**config.mk**
```make
export PLATFORM = sky130hd
export DESIGN_NAME = output_power_timing_config_regs
export DESIGN_NICKNAME = d
export VERILOG_FILES = /design/src/core/opt_cfg_pkg.sv /design/src/core/output_power_timing_config_regs.sv
export SDC_FILE = /design/constraint.sdc
export NUM_CORES = 1
export LEC_CHECK = 0
export ABC_AREA = 1
export CORE_MARGIN = 1.5
export CORE_UTILIZATION = 60
export DETAILED_ROUTE_END_ITERATION = 8
export DONT_BUFFER_PORTS = 1
export GPL_TIMING_DRIVEN = 0
export PLACE_DENSITY = 0.74
export SYNTH_ARGS = -nofsm -noshare
export SYNTH_HDL_FRONTEND = slang
export SYNTH_SLANG_ARGS = --single-unit
```
**constraint.sdc**
```tcl
create_clock -name mclk_i -period 4.14 [get_ports mclk_i]
set_input_delay 0.207 -clock mclk_i [delete_from_list [all_inputs] [get_ports mclk_i]]
set_output_delay 0.207 -clock mclk_i [all_outputs]
set_load 0.01 [all_outputs]
```
**src/core/opt_cfg_pkg.sv**
```systemverilog
package opt_cfg_pkg;
  localparam logic [7:0] SEC_OUT_CTRL_ADDR = 8'h25;
  localparam logic [7:0] TRI_PWR_ADDR      = 8'h26;
  localparam logic [7:0] AUTO_PWR_ADDR     = 8'h27;
  localparam logic [7:0] VDLY_HDLYH_ADDR   = 8'h28;
  localparam logic [7:0] HDLY_LOW_ADDR     = 8'h29;
  localparam logic [7:0] LWID_HIGH_ADDR    = 8'h2A;
  localparam logic [7:0] LWID_LOW_ADDR     = 8'h2B;
  localparam logic [7:0] SHGT_HIGH_ADDR    = 8'h2C;
  localparam logic [7:0] SHGT_LOW_ADDR     = 8'h2D;
  localparam logic [7:0] AUD_CFG_ADDR      = 8'h2E;
  localparam logic [7:0] LINK_STAT_ADDR    = 8'h2F;
  localparam int SEC_EN_BIT   = 0;
  localparam int GLB_TRI_BIT  = 7;
  localparam int SOG_TRI_BIT  = 6;
  localparam int SPDIF_TRI_BIT = 5;
  localparam int I2S_TRI_BIT  = 4;
  localparam int PD_POL_BIT   = 3;
  localparam int PD_FN_LSB    = 1;
  localparam int SW_PD_BIT    = 0;
  localparam int AUTO_PD_BIT  = 7;
  localparam int KEY_LSB_BIT  = 6;
  localparam int EXT_MCLK_BIT = 5;
  localparam int BT656_BIT    = 4;
  localparam int FORCE_DE_BIT = 3;
  localparam int CTRL_EN_BIT  = 7;
  localparam int AUD_MODE_LSB = 5;
  localparam logic [7:0] SEC_OUT_RST = 8'h00;
  localparam logic [7:0] TRI_PWR_RST = 8'h08;
  localparam logic [7:0] AUTO_PWR_RST = 8'h80;
  localparam logic [5:0] VDLY_RST    = 6'h18;
  localparam logic [9:0] HDLY_RST    = 10'h104;
  localparam logic [11:0] LWID_RST   = 12'h500;
  localparam logic [11:0] SHGT_RST   = 12'h2D0;
  localparam logic [7:0] AUD_CFG_RST = 8'h18;
  localparam logic [1:0] AUD_I2S     = 2'h0;
  localparam logic [1:0] AUD_RJ      = 2'h1;
  localparam logic [1:0] AUD_LJ      = 2'h2;
  localparam logic [1:0] AUD_RAW     = 2'h3;
  localparam logic [1:0] PDF_OFF_SOG = 2'h0;
  localparam logic [1:0] PDF_OFF_ALL = 2'h1;
  localparam logic [1:0] PDF_ON_SOG  = 2'h2;
  localparam logic [1:0] PDF_ON_ALL  = 2'h3;
endpackage : opt_cfg_pkg

```
**src/core/output_power_timing_config_regs.sv**
```systemverilog
// How it works
// - secondary enable low floats secondary outputs
// - secondary data carried on blue, DDR YCrCb
// - global three-state floats all but sync-on-green
// - separate floats for sog, spdif, i2s pins
// - power-down pin polarity bit, resets high
// - pin function selects power and float set
// - pin function acts only while pin asserted
// - software power-down floats syncs, clock, data
// - sync logic and registers stay alive powered down
// - auto power-down when no sync detected
// - bit gives key exchange address lsb
// - select internal or external audio master clock
// - bt656 inserts sav/eav markers from timing
// - force display enable from internal generator while link_mode_i high
// - interlace offset in hsyncs between fields
// - vertical delay lines after vsync edge
// - horizontal delay pixels after hsync edge
// - active width and height for generator
// - control signals replace audio on i2s pins
// - audio serial mode and justified width
// - read-only link status bits
module output_power_timing_config_regs (
  input  wire logic        mclk_i,
  input  wire logic        srst_i,
  input  wire logic        reg_wr_i,
  input  wire logic        reg_rd_i,
  input  wire logic [7:0]  reg_addr_i,
  input  wire logic [7:0]  reg_wdata_i,
  output logic      [7:0]  reg_rdata_o,
  output logic             reg_ack_o,
  input  wire logic        power_down_pin_i,
  input  wire logic        sync_detected_i,
  input  wire logic        tmds_de_i,
  input  wire logic        tmds_clk_i,
  input  wire logic        av_mute_i,
  input  wire logic        keys_read_i,
  input  wire logic        link_hsync_i,
  input  wire logic        link_vsync_i,
  input  wire logic        link_de_i,
  input  wire logic        link_mode_i,
  input  wire logic [1:0]  out_mode_i,
  input  wire logic [23:0] pixel_i,
  input  wire logic [7:0]  secondary_i,
  input  wire logic [3:0]  link_ctrl_i,
  input  wire logic [3:0]  i2s_audio_i,
  input  wire logic        spdif_i,
  input  wire logic        sog_i,
  output logic      [29:0] data_o,
  output logic      [29:0] data_oe_o,
  output logic             horizontal_sync_output_o,
  output logic             vertical_sync_output_o,
  output logic             output_pixel_clock_o,
  output logic             sync_io_oe_o,
  output logic             display_enable_o,
  output logic             sync_on_green_output_o,
  output logic             sog_oe_o,
  output logic [3:0]       i2s_o,
  output logic             i2s_oe_o,
  output logic             spdif_o,
  output logic             spdif_oe_o,
  output logic             key_exchange_address_lsb_o,
  output logic             ext_mclk_sel_o,
  output logic             chip_powered_o,
  output logic             bt656_marker_o,
  output logic [1:0]       aud_mode_o,
  output logic [4:0]       aud_width_o
);
  typedef struct packed {
    logic [7:0]  sec_q;
    logic [7:0]  tri_q;
    logic [7:0]  auto_q;
    logic [5:0]  vdly_q;
    logic [9:0]  hdly_q;
    logic [11:0] lwid_q;
    logic [11:0] shgt_q;
    logic [7:0]  aud_q;
    logic [1:0]  pd_s_q;
    logic [1:0]  sd_s_q;
    logic        hs_q;
    logic        vs_q;
    logic [11:0] hcnt_q;
    logic [11:0] vcnt_q;
    logic        field_q;
    logic        de_q;
    logic        mark_q;
    logic        clk_q;
    logic [7:0]  rdata_q;
    logic        ack_q;
    logic [29:0] data_q;
    logic        hso_q;
    logic        vso_q;
    logic        sog_q;
    logic [3:0]  i2s_q;
    logic        spdif_q;
  } state_t;
  state_t q;
  state_t d;
  logic pin_act;
  logic pd_float;
  logic pd_all;
  logic powered;
  logic main_oe;
  logic sog_oe;
  logic [11:0] h_start;
  logic [11:0] v_start;
  logic gen_de;
  logic de_sel;
  logic [7:0] status;

  // pin level: polarity bit makes asserted state
  assign pin_act = q.pd_s_q[1] ~^ q.tri_q[opt_cfg_pkg::PD_POL_BIT];
  assign pd_float = pin_act;
  assign pd_all = pin_act &&
      q.tri_q[opt_cfg_pkg::PD_FN_LSB];
  // fn codes 00/01 power down; 10/11 stay up
  assign powered = !(pin_act && !q.tri_q[opt_cfg_pkg::PD_FN_LSB+1])
      && !q.tri_q[opt_cfg_pkg::SW_PD_BIT]
      && !(q.auto_q[opt_cfg_pkg::AUTO_PD_BIT] && !q.sd_s_q[1]);
  assign main_oe = !q.tri_q[opt_cfg_pkg::GLB_TRI_BIT]
      && !q.tri_q[opt_cfg_pkg::SW_PD_BIT]
      && !pd_float;
  assign sog_oe = !q.tri_q[opt_cfg_pkg::SOG_TRI_BIT] && !pd_all;
  assign status = {1'b0, tmds_de_i, tmds_clk_i, av_mute_i,
      keys_read_i, 3'h0};

  // generator start points include programmed delays
  assign h_start = {2'h0, q.hdly_q};
  assign v_start = {6'h00, q.vdly_q}
      + (q.field_q ? {9'h000, q.auto_q[2:0]} : 12'h000);
  assign gen_de = (q.hcnt_q >= h_start)
      && (q.hcnt_q < h_start + q.lwid_q)
      && (q.vcnt_q >= v_start)
      && (q.vcnt_q < v_start + q.shgt_q);
  assign de_sel = (link_mode_i && q.auto_q[opt_cfg_pkg::FORCE_DE_BIT])
      ? gen_de : link_de_i;

  always_comb begin
    d = q;
    d.ack_q = 1'b0;
    d.pd_s_q = {q.pd_s_q[0], power_down_pin_i};
    d.sd_s_q = {q.sd_s_q[0], sync_detected_i};
    // registers stay writable in every power state
    if (reg_wr_i) begin
      d.ack_q = 1'b1;
      unique case (reg_addr_i)
        opt_cfg_pkg::SEC_OUT_CTRL_ADDR: d.sec_q = reg_wdata_i;
        opt_cfg_pkg::TRI_PWR_ADDR:      d.tri_q = reg_wdata_i;
        opt_cfg_pkg::AUTO_PWR_ADDR:     d.auto_q = reg_wdata_i;
        opt_cfg_pkg::VDLY_HDLYH_ADDR: begin
          d.vdly_q = reg_wdata_i[7:2];
          d.hdly_q[9:8] = reg_wdata_i[1:0];
        end
        opt_cfg_pkg::HDLY_LOW_ADDR:  d.hdly_q[7:0] = reg_wdata_i;
        opt_cfg_pkg::LWID_HIGH_ADDR: d.lwid_q[11:8] = reg_wdata_i[3:0];
        opt_cfg_pkg::LWID_LOW_ADDR:  d.lwid_q[7:0] = reg_wdata_i;
        opt_cfg_pkg::SHGT_HIGH_ADDR: d.shgt_q[11:8] = reg_wdata_i[3:0];
        opt_cfg_pkg::SHGT_LOW_ADDR:  d.shgt_q[7:0] = reg_wdata_i;
        opt_cfg_pkg::AUD_CFG_ADDR:   d.aud_q = reg_wdata_i;
        default: d.ack_q = 1'b1;
      endcase
    end
    if (reg_rd_i) begin
      d.ack_q = 1'b1;
      unique case (reg_addr_i)
        opt_cfg_pkg::SEC_OUT_CTRL_ADDR: d.rdata_q = q.sec_q;
        opt_cfg_pkg::TRI_PWR_ADDR:      d.rdata_q = q.tri_q;
        opt_cfg_pkg::AUTO_PWR_ADDR:     d.rdata_q = q.auto_q;
        opt_cfg_pkg::VDLY_HDLYH_ADDR:
          d.rdata_q = {q.vdly_q, q.hdly_q[9:8]};
        opt_cfg_pkg::HDLY_LOW_ADDR:  d.rdata_q = q.hdly_q[7:0];
        opt_cfg_pkg::LWID_HIGH_ADDR: d.rdata_q = {4'h0, q.lwid_q[11:8]};
        opt_cfg_pkg::LWID_LOW_ADDR:  d.rdata_q = q.lwid_q[7:0];
        opt_cfg_pkg::SHGT_HIGH_ADDR: d.rdata_q = {4'h0, q.shgt_q[11:8]};
        opt_cfg_pkg::SHGT_LOW_ADDR:  d.rdata_q = q.shgt_q[7:0];
        opt_cfg_pkg::AUD_CFG_ADDR:   d.rdata_q = q.aud_q;
        opt_cfg_pkg::LINK_STAT_ADDR: d.rdata_q = status;
        default:                     d.rdata_q = 8'h00;
      endcase
    end
    // sync edge detection keeps running in power-down
    d.hs_q = link_hsync_i;
    d.vs_q = link_vsync_i;
    if (link_hsync_i && !q.hs_q) begin
      d.hcnt_q = 12'h000;
      d.vcnt_q = q.vcnt_q + 12'h001;
    end else if (q.hcnt_q != 12'hFFF) begin
      d.hcnt_q = q.hcnt_q + 12'h001;
    end
    if (link_vsync_i && !q.vs_q) begin
      d.vcnt_q = 12'h000;
      d.field_q = !q.field_q;
    end
    d.de_q = de_sel;
    // marker one cycle at each active edge
    d.mark_q = q.auto_q[opt_cfg_pkg::BT656_BIT]
        && (de_sel != q.de_q);
    d.clk_q = !q.clk_q;
    // secondary carried on blue lanes in 4:2:2 and ddr 4:4:4
    d.data_q = {6'h00, pixel_i};
    if (out_mode_i == 2'h1 || out_mode_i == 2'h2) begin
      d.data_q[7:0] = secondary_i;
    end
    d.hso_q = link_hsync_i;
    d.vso_q = link_vsync_i;
    d.sog_q = sog_i;
    d.spdif_q = spdif_i;
    d.i2s_q = q.aud_q[opt_cfg_pkg::CTRL_EN_BIT]
        ? link_ctrl_i : i2s_audio_i;
    if (srst_i) begin
      d = '0;
      d.sec_q = opt_cfg_pkg::SEC_OUT_RST;
      d.tri_q = opt_cfg_pkg::TRI_PWR_RST;
      d.auto_q = opt_cfg_pkg::AUTO_PWR_RST;
      d.vdly_q = opt_cfg_pkg::VDLY_RST;
      d.hdly_q = opt_cfg_pkg::HDLY_RST;
      d.lwid_q = opt_cfg_pkg::LWID_RST;
      d.shgt_q = opt_cfg_pkg::SHGT_RST;
      d.aud_q = opt_cfg_pkg::AUD_CFG_RST;
    end
  end

  always_ff @(posedge mclk_i) begin
    q <= d;
  end

  assign reg_rdata_o = q.rdata_q;
  assign reg_ack_o = q.ack_q;
  assign data_o = q.data_q;
  // secondary lanes also need their own enable
  assign data_oe_o = {{22{main_oe}},
      {8{main_oe && q.sec_q[opt_cfg_pkg::SEC_EN_BIT]}}};
  assign horizontal_sync_output_o = q.hso_q;
  assign vertical_sync_output_o = q.vso_q;
  assign output_pixel_clock_o = q.clk_q;
  assign sync_io_oe_o = main_oe;
  assign display_enable_o = q.de_q;
  assign sync_on_green_output_o = q.sog_q;
  assign sog_oe_o = sog_oe;
  assign i2s_o = q.i2s_q;
  assign i2s_oe_o = main_oe && !q.tri_q[opt_cfg_pkg::I2S_TRI_BIT];
  assign spdif_o = q.spdif_q;
  assign spdif_oe_o = main_oe && !q.tri_q[opt_cfg_pkg::SPDIF_TRI_BIT];
  assign key_exchange_address_lsb_o =
      q.auto_q[opt_cfg_pkg::KEY_LSB_BIT];
  // other party must lock external clock
  assign ext_mclk_sel_o = q.auto_q[opt_cfg_pkg::EXT_MCLK_BIT];
  assign chip_powered_o = powered;
  assign bt656_marker_o = q.mark_q;
  assign aud_mode_o = q.aud_q[opt_cfg_pkg::AUD_MODE_LSB +: 2];
  assign aud_width_o = q.aud_q[4:0];

  glb_tri_a: assert property (@(posedge mclk_i) disable iff (srst_i)
    q.tri_q[opt_cfg_pkg::GLB_TRI_BIT] |-> !sync_io_oe_o && !i2s_oe_o)
    else $error("global float not applied");
  sw_pd_a: assert property (@(posedge mclk_i) disable iff (srst_i)
    q.tri_q[opt_cfg_pkg::SW_PD_BIT] && !pd_all
      && !q.tri_q[opt_cfg_pkg::SOG_TRI_BIT] |-> sog_oe_o && !data_oe_o[29])
    else $error("software power-down floats wrong");
  sec_en_a: assert property (@(posedge mclk_i) disable iff (srst_i)
    !q.sec_q[opt_cfg_pkg::SEC_EN_BIT] |-> data_oe_o[7:0] == 8'h00)
    else $error("secondary driven while disabled");
  pin_idle_a: assert property (@(posedge mclk_i) disable iff (srst_i)
    !pin_act && !q.tri_q[opt_cfg_pkg::GLB_TRI_BIT]
      && !q.tri_q[opt_cfg_pkg::SW_PD_BIT] |-> sync_io_oe_o)
    else $error("pin function acted while idle");
  pin_all_a: assert property (@(posedge mclk_i) disable iff (srst_i)
    pin_act && q.tri_q[opt_cfg_pkg::PD_FN_LSB] |-> !sog_oe_o)
    else $error("all-float function kept sog");
  ctrl_sel_a: assert property (@(posedge mclk_i) disable iff (srst_i)
    q.aud_q[opt_cfg_pkg::CTRL_EN_BIT] && !srst_i
      |=> i2s_o == $past(link_ctrl_i))
    else $error("control not routed to i2s");
  mark_a: assert property (@(posedge mclk_i) disable iff (srst_i)
    !q.auto_q[opt_cfg_pkg::BT656_BIT] ##1 !q.auto_q[opt_cfg_pkg::BT656_BIT]
      |-> !bt656_marker_o)
    else $error("marker without bt656 mode");
  spdif_a: assert property (@(posedge mclk_i) disable iff (srst_i)
    q.tri_q[opt_cfg_pkg::SPDIF_TRI_BIT] |-> !spdif_oe_o)
    else $error("spdif driven while floated");
  i2s_tri_a: assert property (@(posedge mclk_i) disable iff (srst_i)
    q.tri_q[opt_cfg_pkg::I2S_TRI_BIT] |-> !i2s_oe_o)
    else $error("i2s driven while floated");
  sog_tri_a: assert property (@(posedge mclk_i) disable iff (srst_i)
    q.tri_q[opt_cfg_pkg::SOG_TRI_BIT] |-> !sog_oe_o)
    else $error("sog driven while floated");
  glb_data_a: assert property (@(posedge mclk_i) disable iff (srst_i)
    q.tri_q[opt_cfg_pkg::GLB_TRI_BIT] |-> data_oe_o == 30'h0)
    else $error("data driven under global float");
  sw_data_a: assert property (@(posedge mclk_i) disable iff (srst_i)
    q.tri_q[opt_cfg_pkg::SW_PD_BIT] |-> data_oe_o == 30'h0
      && !sync_io_oe_o)
    else $error("data driven in software power-down");
  pin_main_a: assert property (@(posedge mclk_i) disable iff (srst_i)
    pin_act |-> !sync_io_oe_o && data_oe_o == 30'h0)
    else $error("main outputs driven with pin asserted");
  pin_soga_a: assert property (@(posedge mclk_i) disable iff (srst_i)
    pin_act && !q.tri_q[opt_cfg_pkg::PD_FN_LSB]
      && !q.tri_q[opt_cfg_pkg::SOG_TRI_BIT] |-> sog_oe_o)
    else $error("sog floated by keep-sog function");
  pin_pwr_a: assert property (@(posedge mclk_i) disable iff (srst_i)
    pin_act && !q.tri_q[opt_cfg_pkg::PD_FN_LSB+1] |-> !chip_powered_o)
    else $error("pin function failed to power down");
  auto_pd_a: assert property (@(posedge mclk_i) disable iff (srst_i)
    q.auto_q[opt_cfg_pkg::AUTO_PD_BIT] && !q.sd_s_q[1]
      |-> !chip_powered_o)
    else $error("auto power-down not applied");
  bus_ack_a: assert property (@(posedge mclk_i) disable iff (srst_i)
    reg_wr_i || reg_rd_i |=> reg_ack_o)
    else $error("register access not acknowledged");
  stat_rd_a: assert property (@(posedge mclk_i) disable iff (srst_i)
    reg_rd_i && reg_addr_i == opt_cfg_pkg::LINK_STAT_ADDR
      |=> reg_rdata_o == $past(status))
    else $error("status read wrong");
  gen_de_a: assert property (@(posedge mclk_i) disable iff (srst_i)
    link_mode_i && q.auto_q[opt_cfg_pkg::FORCE_DE_BIT]
      |=> display_enable_o == $past(gen_de))
    else $error("generator enable not used");
  hcnt_a: assert property (@(posedge mclk_i) disable iff (srst_i)
    link_hsync_i && !q.hs_q |=> q.hcnt_q == 12'h000)
    else $error("pixel count not restarted");
  vcnt_a: assert property (@(posedge mclk_i) disable iff (srst_i)
    link_vsync_i && !q.vs_q |=> q.vcnt_q == 12'h000)
    else $error("line count not restarted");
  prim_data_a: assert property (@(posedge mclk_i) disable iff (srst_i)
    out_mode_i == 2'h0 |=> data_o == {6'h00, $past(pixel_i)})
    else $error("primary data not passed");
  sec_lane_a: assert property (@(posedge mclk_i) disable iff (srst_i)
    out_mode_i == 2'h1 |=> data_o[7:0] == $past(secondary_i))
    else $error("secondary not on blue lanes");
  i2s_pass_a: assert property (@(posedge mclk_i) disable iff (srst_i)
    !q.aud_q[opt_cfg_pkg::CTRL_EN_BIT] |=> i2s_o == $past(i2s_audio_i))
    else $error("audio not routed to i2s");
  rst_val_a: assert property (@(posedge mclk_i)
    srst_i |=> q.tri_q == opt_cfg_pkg::TRI_PWR_RST
      && q.auto_q == opt_cfg_pkg::AUTO_PWR_RST
      && q.sec_q == opt_cfg_pkg::SEC_OUT_RST)
    else $error("reset values not loaded");
endmodule : output_power_timing_config_regs
```
==> results of run 1 <==
## power groups by stage
stage	clock network [mW]	logic [mW]	registers, mW
finish	1.61	0.262	1.44
global route	1.69	0.284	1.44
CTS	1.62	0.253	1.44
detailed placement	0	0.203	1.47
global placement	0	0.199	1.47
floorplan	0	0.165	1.47
## final timing paths
kind                            slack, ps           start             end
worst max register to register        210           q[50]  bt656_marker_o
worst max-delay path                  210           q[50]  bt656_marker_o
worst min-delay path                   20  secondary_i[1]       data_o[1]
worst min register to register        410           q[79]           q[80]
## per-layer routing
metal / global-route usage / wire, um
met1: 0.406 / 10000
met2: 0.489 / 10700
met3: 0.0725 / 1830
met4: 0.105 / 567
met5: 0 / 0
## what timing repair did
item | CTS | global route
setup endpoints to repair | 0 | 2
setup buffers | 0 | 4
gates resized for setup | 0 | 18
endpoints found under the hold margin | 75 | 0
hold buffers | 51 | 0
## critical path: cells and delay by family (launching register included)
family / cells / cell delay, ps
fa+ha+maj: 4 / 1390
flops: 1 / 350
simple gates: 19 / 1660
buf+inv: 3 / 140
xor+xnor: 1 / 150
compound gates: 1 / 180
## flip-flops by register name (all words and copies together), names as in the netlist, 2 cells and up
name	flops
q	82
aud_width_o	5
reg_rdata_o	8
data_o	24
h_start	10
i2s_o	4
aud_mode_o	2
## per-stage QoR
step	hold slack (ps)	std cells	setup TNS (ps)	total power [mW]
after floorplan	314	1165	0	1.63
after global placement	315	1345	0	1.67
after detailed placement	318	1345	0	1.67
after CTS	0.377	1428	0	3.31
after global routing	19.0	1432	-81.2	3.41
final	22.4	1432	0	3.31
## kinds of logic after synthesis
logic type      after synthesis  synth area share
fa+ha+maj                    64            0.0963
flops                       145             0.340
buf+inv                     290             0.168
simple gates                367             0.202
xor+xnor                     32            0.0328
compound gates              261             0.161
other cells                   1          0.000439
## area by class of cell
cell class	instances	area, um^2
Multi-Input combinational cell	730	4300
Fill cell	1109	3850
Sequential cell	145	2910
Inverter	191	738
Buffer	99	697
Timing Repair Buffer	55	541
Clock buffer	17	425
Tap cell	180	225
Clock inverter	15	191
## layout by cell type (no fill, tap or decap), types with 13 or more instances in the layout
cell type	instances
nand2_1	140
inv_1	179
o22ai_1	15
nor2_4	13
xor2_1	22
clkbuf_1	13
nor2_1	116
dlygate4sd3_1	51
clkbuf_16	17
nand3_1	40
dfxtp_1	144
o21ai_0	98
ha_1	58
nor3_1	14
a21oi_1	124
buf_4	82
==> impl_metrics.ini, run 1 <==
[synth]
yosysMostFrequentCell = inv_1
synth_cell_types = 47
synth_top_flop_cell = dfxtp_1
synth.area.top_cells = dfxtp_1, ha_1, inv_1
synthArstFlopShare = 0
synthTopCellsByCount = inv_1, dfxtp_1, nand2_1
syn_avg_cell_area_um2 = 7.37
seq_area_frac_synth = 0.340
synth.top_cell.area_share = 0.340
yosysWarnings = 0
yosysTopAreaCell = dfxtp_1
postSynthCellCount = 1160
synth_seq_cells = 145
synth-edff-count = 0
syn_area_um2 = 8550

[run_status]
run_status = finished clean

[worst_setup_path]
endpoint_kind = register
cpPeakStageDelay_ps = 560
critPathSlowestCell = fa_2
cp_max_fo = 4
crit_top_cell = nand2_1
start_kind = register
cp.arrival_ps = 4290
reg2reg_depth = 28
worstSetupPathType = reg -> reg
worstPathRequired_ps = 4500

[clocking]
clk_latency_ps = 430
cts_max_level = 4
clk_pin_slew_worst_paths_ps = 70
clockBufferDepth = 2
clockRootBuffer = clkbuf_16
cts_buffers = 17
clock_sinks = 145
cts_tree = built

[cells_and_area]
antenna_cells = 0
layout-drive-gt1-share = 0.148
fin_area_um2 = 10000
layout.nets = 1377
areaGrowthSynthToFinish_pct = 17.3
utilization = 0.722

[route]
drc = 0
routed_wl_mm = 23.1
ant_nets = 0
drtIter0Drc = 619
vias = 7791
via_per_inst = 5.44
wire_per_inst_um = 16.2
dr.pass1.iters = 5

[placement]
gp_congestion = 0.971
pre_cts_ws_ps = 185
dpl_cell_area_um2 = 8790
dp_hpwl_mm = 16.5
portBuffers = 0

[grt]
antenna_found_initial = 0
grt_first_pass_wirelength_mm = 35.1
overflow = 0
grt_pass1_vias = 6868
grt.total_usage = 0.306
grt_start_max_net_pins = 24

[timing]
setup_ws_ps = 215
slew_headroom = 0.510
worst_pin_slew_ps = 734
period_share = 0.948
finalHoldViolCount = 0
skew_ps = 7.05
fmax_mhz = 255
slew_viol_final = 0
fin_crit_ps = 3930
setup_viol = 0

[floorplanning]
core-area_um2 = 13900
die_w_um = 122
start_util = 0.616
pin_count = 168
die_area_um2 = 15000
die_h_um = 122
placementRows = 43

[power_and_ir_drop]
p_switching_uw = 857
p_per_area_nw_per_um2 = 331
swShare = 0.259
power.share.clock = 0.487
p_leak_nw = 4.59
seq_power_share = 0.434
p_int_mw = 2.46
comb_power_share = 0.079
irDropWorstVdd_v = 0.000280

[min_path]
min_path_cells = 2
worstHoldPathType = in -> reg

[flow_run]
cap_violations = 0
Power figures use the tool's default switching activity.
==> inputs of run 2 (changes only) <==
--- a/config.mk
+++ b/config.mk
@@ -7,7 +7,7 @@
 export LEC_CHECK = 0
 export ABC_AREA = 1
 export CORE_MARGIN = 1.5
-export CORE_UTILIZATION = 60
+export CORE_UTILIZATION = 58
 export DETAILED_ROUTE_END_ITERATION = 8
 export DONT_BUFFER_PORTS = 1
 export GPL_TIMING_DRIVEN = 0
==> constraint.sdc (replaced) <==
create_clock -name mclk_i -period 3.2 [get_ports mclk_i]
set_input_delay 0.16 -clock mclk_i [delete_from_list [all_inputs] [get_ports mclk_i]]
set_output_delay 0.16 -clock mclk_i [all_outputs]
set_load 0.01 [all_outputs]
==> impl_metrics.ini, run 2 (same netlist as run 1, synthesis figures left out) <==
[grt]
grt.total_usage = 0.298
antenna_found_initial = 0
grt_first_pass_wirelength_mm = 36.7
grt_start_max_net_pins = 24
grt_pass1_vias = 7284
overflow = 0

[timing]
slew_headroom = 0.487
skew_ps = 7.13
setup_viol = 2
worst_pin_slew_ps = 770
period_share = 1.21
fmax_mhz = 259
setup_ws_ps = -661
fin_crit_ps = 3860
slew_viol_final = 0
tns_ps = -1230
rsz0062_at_grt = yes
finalHoldViolCount = 0

[worst_setup_path]
r2r_setup_slack_ps = -660
cp.arrival_ps = 4190
worstSetupPathType = reg -> reg
r2r-end = bt656_marker_o
reg2reg_depth = 23
cp_max_fo = 4
start_kind = register
cpPeakStageDelay_ps = 370
worstPathRequired_ps = 3530
endpoint_kind = register
r2r_start = q[50]
critPathSlowestCell = fa_2
crit_top_cell = nand2_2
crit_chain = nand2_2 -> inv_2 -> ha_4 -> fa_2 -> nand2_2 -> a21oi_4 -> xor2_1 -> inv_1 -> ha_4 -> inv_1 -> nor3_1 -> nand2_1 -> o211ai_1 -> nand4_1 -> xor2_1 -> ha_1 -> nand2_2 -> nor3_1 -> nand4_1 -> nand3_2 -> nand3_2 -> nand2_1 -> nor2_1

[placement]
dp_hpwl_mm = 16.3
gp_congestion = 0.955
portBuffers = 0

[power_and_ir_drop]
power_mw = 4.19
p_leak_nw = 4.62
p_per_area_nw_per_um2 = 414
irDropWorstVdd_v = 0.000415

[min_path]
holdCritStartpoint = reg_wr_i
min_path_cells = 2
worstHoldEndpoint = q[97]
worstHoldPathType = in -> reg

[clocking]
clk_latency_ps = 440
cts_max_level = 4
clockRootBuffer = clkbuf_16
cts_tree = built
clk_pin_slew_worst_paths_ps = 70
clockBufferDepth = 2
cts_buffers = 17
clock_sinks = 145

[route]
dr.pass1.iters = 5
wire_per_inst_um = 16.2
via_per_inst = 5.40
drtIter0Drc = 651
ant_nets = 0
dr.max_layer_used = met4
routed_wl_mm = 23.4
drc = 0
vias = 7803
drt-met1-wl_mm = 9.90
dr_wl_met2_mm = 10.7
met3WireLength_mm = 2.16

[floorplanning]
pin_count = 168
die_h_um = 124
start_util = 0.590
placementRows = 44
die_area_um2 = 15500
die_w_um = 124
core-area_um2 = 14500

[cells_and_area]
layout.nets = 1386
layout_commonest_cell = inv_1
layout_common_cells = inv_1, dfxtp_1, nand2_1, a21oi_1, nor2_1
areaGrowthSynthToFinish_pct = 18.2
layout-drive-gt1-share = 0.156
antenna_cells = 0
largest-register = q
largest_reg_flops = 82

[run_status]
violations = negative setup slack
run_status = complete, but fails checks

[flow_run]
cap_violations = 0
## run 2: worst max path at each step
| stage | slack (ps) | cells past startpoint | end | start |
|---|---|---|---|---|
| 2_1_floorplan | -310 | 27 | bt656_marker_o | q[50] |
| 3_3_place_gp | -650 | 23 | bt656_marker_o | q[50] |
| 3_5_place_dp | -720 | 26 | bt656_marker_o | q[50] |
| 4_1_cts | -580 | 27 | bt656_marker_o | q[50] |
| 5_1_grt | -880 | 27 | bt656_marker_o | q[50] |
| 6_report | -660 | 23 | bt656_marker_o | q[50] |
## run 2: routing by layer
layer | up-vias | track usage
met5 | - | 0
met4 | 0 | 0.110
met3 | 65 | 0.0752
met2 | 373 | 0.483
met1 | 3507 | 0.384
li1 | 3858 | -
## run 2: report_power, final
| part | switching (mW) | internal [mW] |
|---|---|---|
| Sequential | 0.0188 | 1.84 |
| Clock | 0.887 | 1.10 |
| Combinational | 0.196 | 0.149 |
## run 2: through the flow
step | hold WS [ps] | setup slack (ps) | instances | instance area, um^2 | util
final | 32.3 | -661 | 1444 | 10100 | 0.698
after global routing | 46.9 | -877 | 1444 | 10100 | 0.698
after CTS | 17.8 | -575 | 1443 | 10000 | 0.694
after detailed placement | 271 | -722 | 1349 | 8810 | 0.608
after global placement | 268 | -654 | 1349 | 8810 | 0.608
after floorplan | 267 | -309 | 1165 | 8580 | -
## run 2: critical path: cells and delay by family (launching register included)
| family | cells | cell delay, ps |
|---|---|---|
| flops | 1 | 340 |
| fa+ha+maj | 4 | 1110 |
| xor+xnor | 2 | 370 |
| buf+inv | 3 | 190 |
| simple gates | 12 | 1480 |
| compound gates | 2 | 240 |
## run 2: cell type report
type | instances | area, um^2
inverters | 191 | 738
fillers | 1186 | 4370
well taps | 184 | 230
plain buffers | 99 | 697
multi-input cells | 730 | 4350
clock buffers | 17 | 425
flip-flops and latches | 145 | 2900
clock inverters | 14 | 144
repair buffers | 64 | 618
## run 2: timing repair
item	CTS	global route
hold buffers	55	0
resized for setup	12	9
buffers inserted	8	1
pin swaps	11	10
hold endpoints to repair	82	0
setup endpoints to repair	2	2
==> inputs of run 3 (changes only) <==
--- a/config.mk
+++ b/config.mk
@@ -5,12 +5,13 @@
 export SDC_FILE = /design/constraint.sdc
 export NUM_CORES = 1
 export LEC_CHECK = 0
-export ABC_AREA = 1
+export ABC_AREA = 0
 export CORE_MARGIN = 1.5
 export CORE_UTILIZATION = 58
 export DETAILED_ROUTE_END_ITERATION = 8
 export DONT_BUFFER_PORTS = 1
 export GPL_TIMING_DRIVEN = 0
+export MAX_ROUTING_LAYER = met4
 export PLACE_DENSITY = 0.74
 export SYNTH_ARGS = -nofsm -noshare
 export SYNTH_HDL_FRONTEND = slang
==> impl_metrics.ini, run 3 <==
[clocking]
clockBufferDepth = 2
cts_buffers = 17
cts_tree = built
clockRootBuffer = clkbuf_16
clk_pin_slew_worst_paths_ps = 70
clk_latency_ps = 430
clock_sinks = 145
cts_max_level = 4

[run_status]
run_status = complete, but fails checks
violations = negative setup slack

[route]
drtIter0Drc = 650
drt-met1-wl_mm = 9.92
drc = 0
met3WireLength_mm = 2.04
ant_nets = 0
wire_per_inst_um = 19.0
routed_wl_mm = 23.9
dr.max_layer_used = met4
dr_wl_met2_mm = 11.3
vias = 7249
via_per_inst = 5.76
dr.pass1.iters = 5

[worst_setup_path]
cp_max_fo = 4
reg2reg_depth = 18
crit_end = bt656_marker_o
r2r_setup_slack_ps = -1050
r2r_start = q[50]
worstSetupPathType = reg -> reg
worstPathRequired_ps = 3550
startpoint = q[50]
r2r-end = bt656_marker_o
cp.arrival_ps = 4600
start_kind = register
endpoint_kind = register

[synth]
synth_seq_cells = 145
postSynthCellCount = 982
synthTopCellsByCount = nor2_1, dfxtp_1, buf_4
synth.area.top_cells = dfxtp_1, ha_1, buf_4
seq_area_frac_synth = 0.345
syn_avg_cell_area_um2 = 8.58
synth-edff-count = 0
yosysMostFrequentCell = nor2_1
yosysWarnings = 0
synthArstFlopShare = 0
synth_cell_types = 62
yosysTopAreaCell = dfxtp_1
synth.top_cell.area_share = 0.345
synth_top_flop_cell = dfxtp_1
syn_area_um2 = 8420

[power_and_ir_drop]
power_mw = 4.17
irDropWorstVdd_v = 0.000440
p_leak_nw = 4.50
p_per_area_nw_per_um2 = 417

[cells_and_area]
layout-drive-gt1-share = 0.167
largest-register = q
layout.nets = 1204
antenna_cells = 0
fin_area_um2 = 9980
layout_common_cells = nor2_1, dfxtp_1, buf_4, a21oi_1, mux2i_1
multi_input_area_um2 = 4750
fillerInstances = 1116
areaGrowthSynthToFinish_pct = 18.5
largest_reg_flops = 82
layout_commonest_cell = nor2_1
seq_area_um2 = 2910

[flow_run]
cap_violations = 0

[grt]
grt_start_max_net_pins = 25
grt_pass1_vias = 6610
overflow = 0
grt_first_pass_wirelength_mm = 35.2
antenna_found_initial = 0
grt.total_usage = 0.318

[timing]
hold_ws_ps = 31.0
worst_pin_slew_ps = 763
skew_ps = 8.22
fmax_mhz = 235
fin_crit_ps = 4250
slew_viol_final = 0
finalHoldViolCount = 0
period_share = 1.33
setup_viol = 2
slew_headroom = 0.478
setup_ws_ps = -1050
rsz0062_at_grt = yes
tns_ps = -2020

[min_path]
worstHoldPathType = in -> reg

[floorplanning]
die_w_um = 124
core-area_um2 = 14000
die_h_um = 124
placementRows = 43
die_area_um2 = 15300
start_util = 0.600
pin_count = 168

[placement]
portBuffers = 0
dpl_cell_area_um2 = 8700
pre_cts_ws_ps = -1100
dp_hpwl_mm = 16.4
gp_congestion = 0.949
-- run 3: changes by cell type in the layout (fill, tap and decap cells not counted), sizes merged, moves of 34 or more --
cell | before | now
a21oi | 128 | 71
nor2b | 0 | 34
mux2i | 0 | 59
o21ai | 101 | 22
nand2 | 155 | 47
inv | 199 | 52
-- run 3: cell type report --
type	count	area share
inverter	43	0.0162
timing repair buffer	60	0.0584
buffer	119	0.0787
clock inverter	15	0.0147
sequential	145	0.291
clock buffer	17	0.0426
multi-input combinational	680	0.475
tap	180	0.0226
-- run 3: cell families (layout without fill, tap and decap cells) --
group,Yosys count,in the layout,synth area share
other cells,1,6,0.000445
simple gates,343,343,0.197
buf+inv,162,254,0.112
flops,145,145,0.345
xor+xnor,43,43,0.0447
fa+ha+maj,64,64,0.0977
compound gates,162,162,0.125
mux,62,62,0.0781
-- run 3: power breakdown --
| part | leakage, nW | total, mW | switching [mW] | internal (mW) |
|---|---|---|---|---|
| logic | 3.03 | 0.347 | 0.192 | 0.155 |
| registers | 1.18 | 1.86 | 0.0220 | 1.84 |
| clock network | 0.282 | 1.96 | 0.864 | 1.09 |
| total | 4.50 | 4.17 | 1.08 | 3.09 |
-- run 3: how the worst min path moves through the flow --
stage / from / endpoint / cells past startpoint / slack, ps
after detailed placement: pixel_i[16] / data_o[16] / 1 / 290
after global placement: link_vsync_i / vertical_sync_output_o / 1 / 290
final: reg_wdata_i[5] / q[126] / 3 / 30
after global routing: reg_wdata_i[5] / q[126] / 3 / 70
after CTS: reg_wdata_i[5] / q[126] / 3 / 20
after floorplan: pixel_i[10] / data_o[10] / 1 / 290
-- run 3: metal layers --
layer	track usage	vias to the layer above
met5	-	-
met4	0.111	0
met3	0.0784	43
met2	0.495	289
met1	0.402	3447
li1	-	3470
-- run 3: timing repair --
item	in CTS	in global routing
hold buffers	53	0
endpoints found under the hold margin	59	0
endpoints found under the setup margin	2	2
resized for setup	9	15
setup buffers	2	5
pin swaps	1	14
-- run 3: through the flow --
stage / util / cells
floorplan: - / 987
global placement: 0.620 / 1167
detailed placement: 0.620 / 1167
CTS: 0.702 / 1254
global route: 0.711 / 1259
finish: 0.711 / 1259
-- run 3: critical path: stages (launching register included) --
cell       delay, ps
dfxtp_2          340
and2_4           160
ha_4             160
fa_2             360
a21o_1           200
nand2_1          110
xnor2_2           80
ha_1             360
a2111oi_4        450
buf_4            180
nor3_2            40
xnor2_1          140
ha_1             360
nand2_1          100
o22ai_2           80
a2111oi_4        360
a31oi_1          130
a211o_1          360
mux2i_1          190
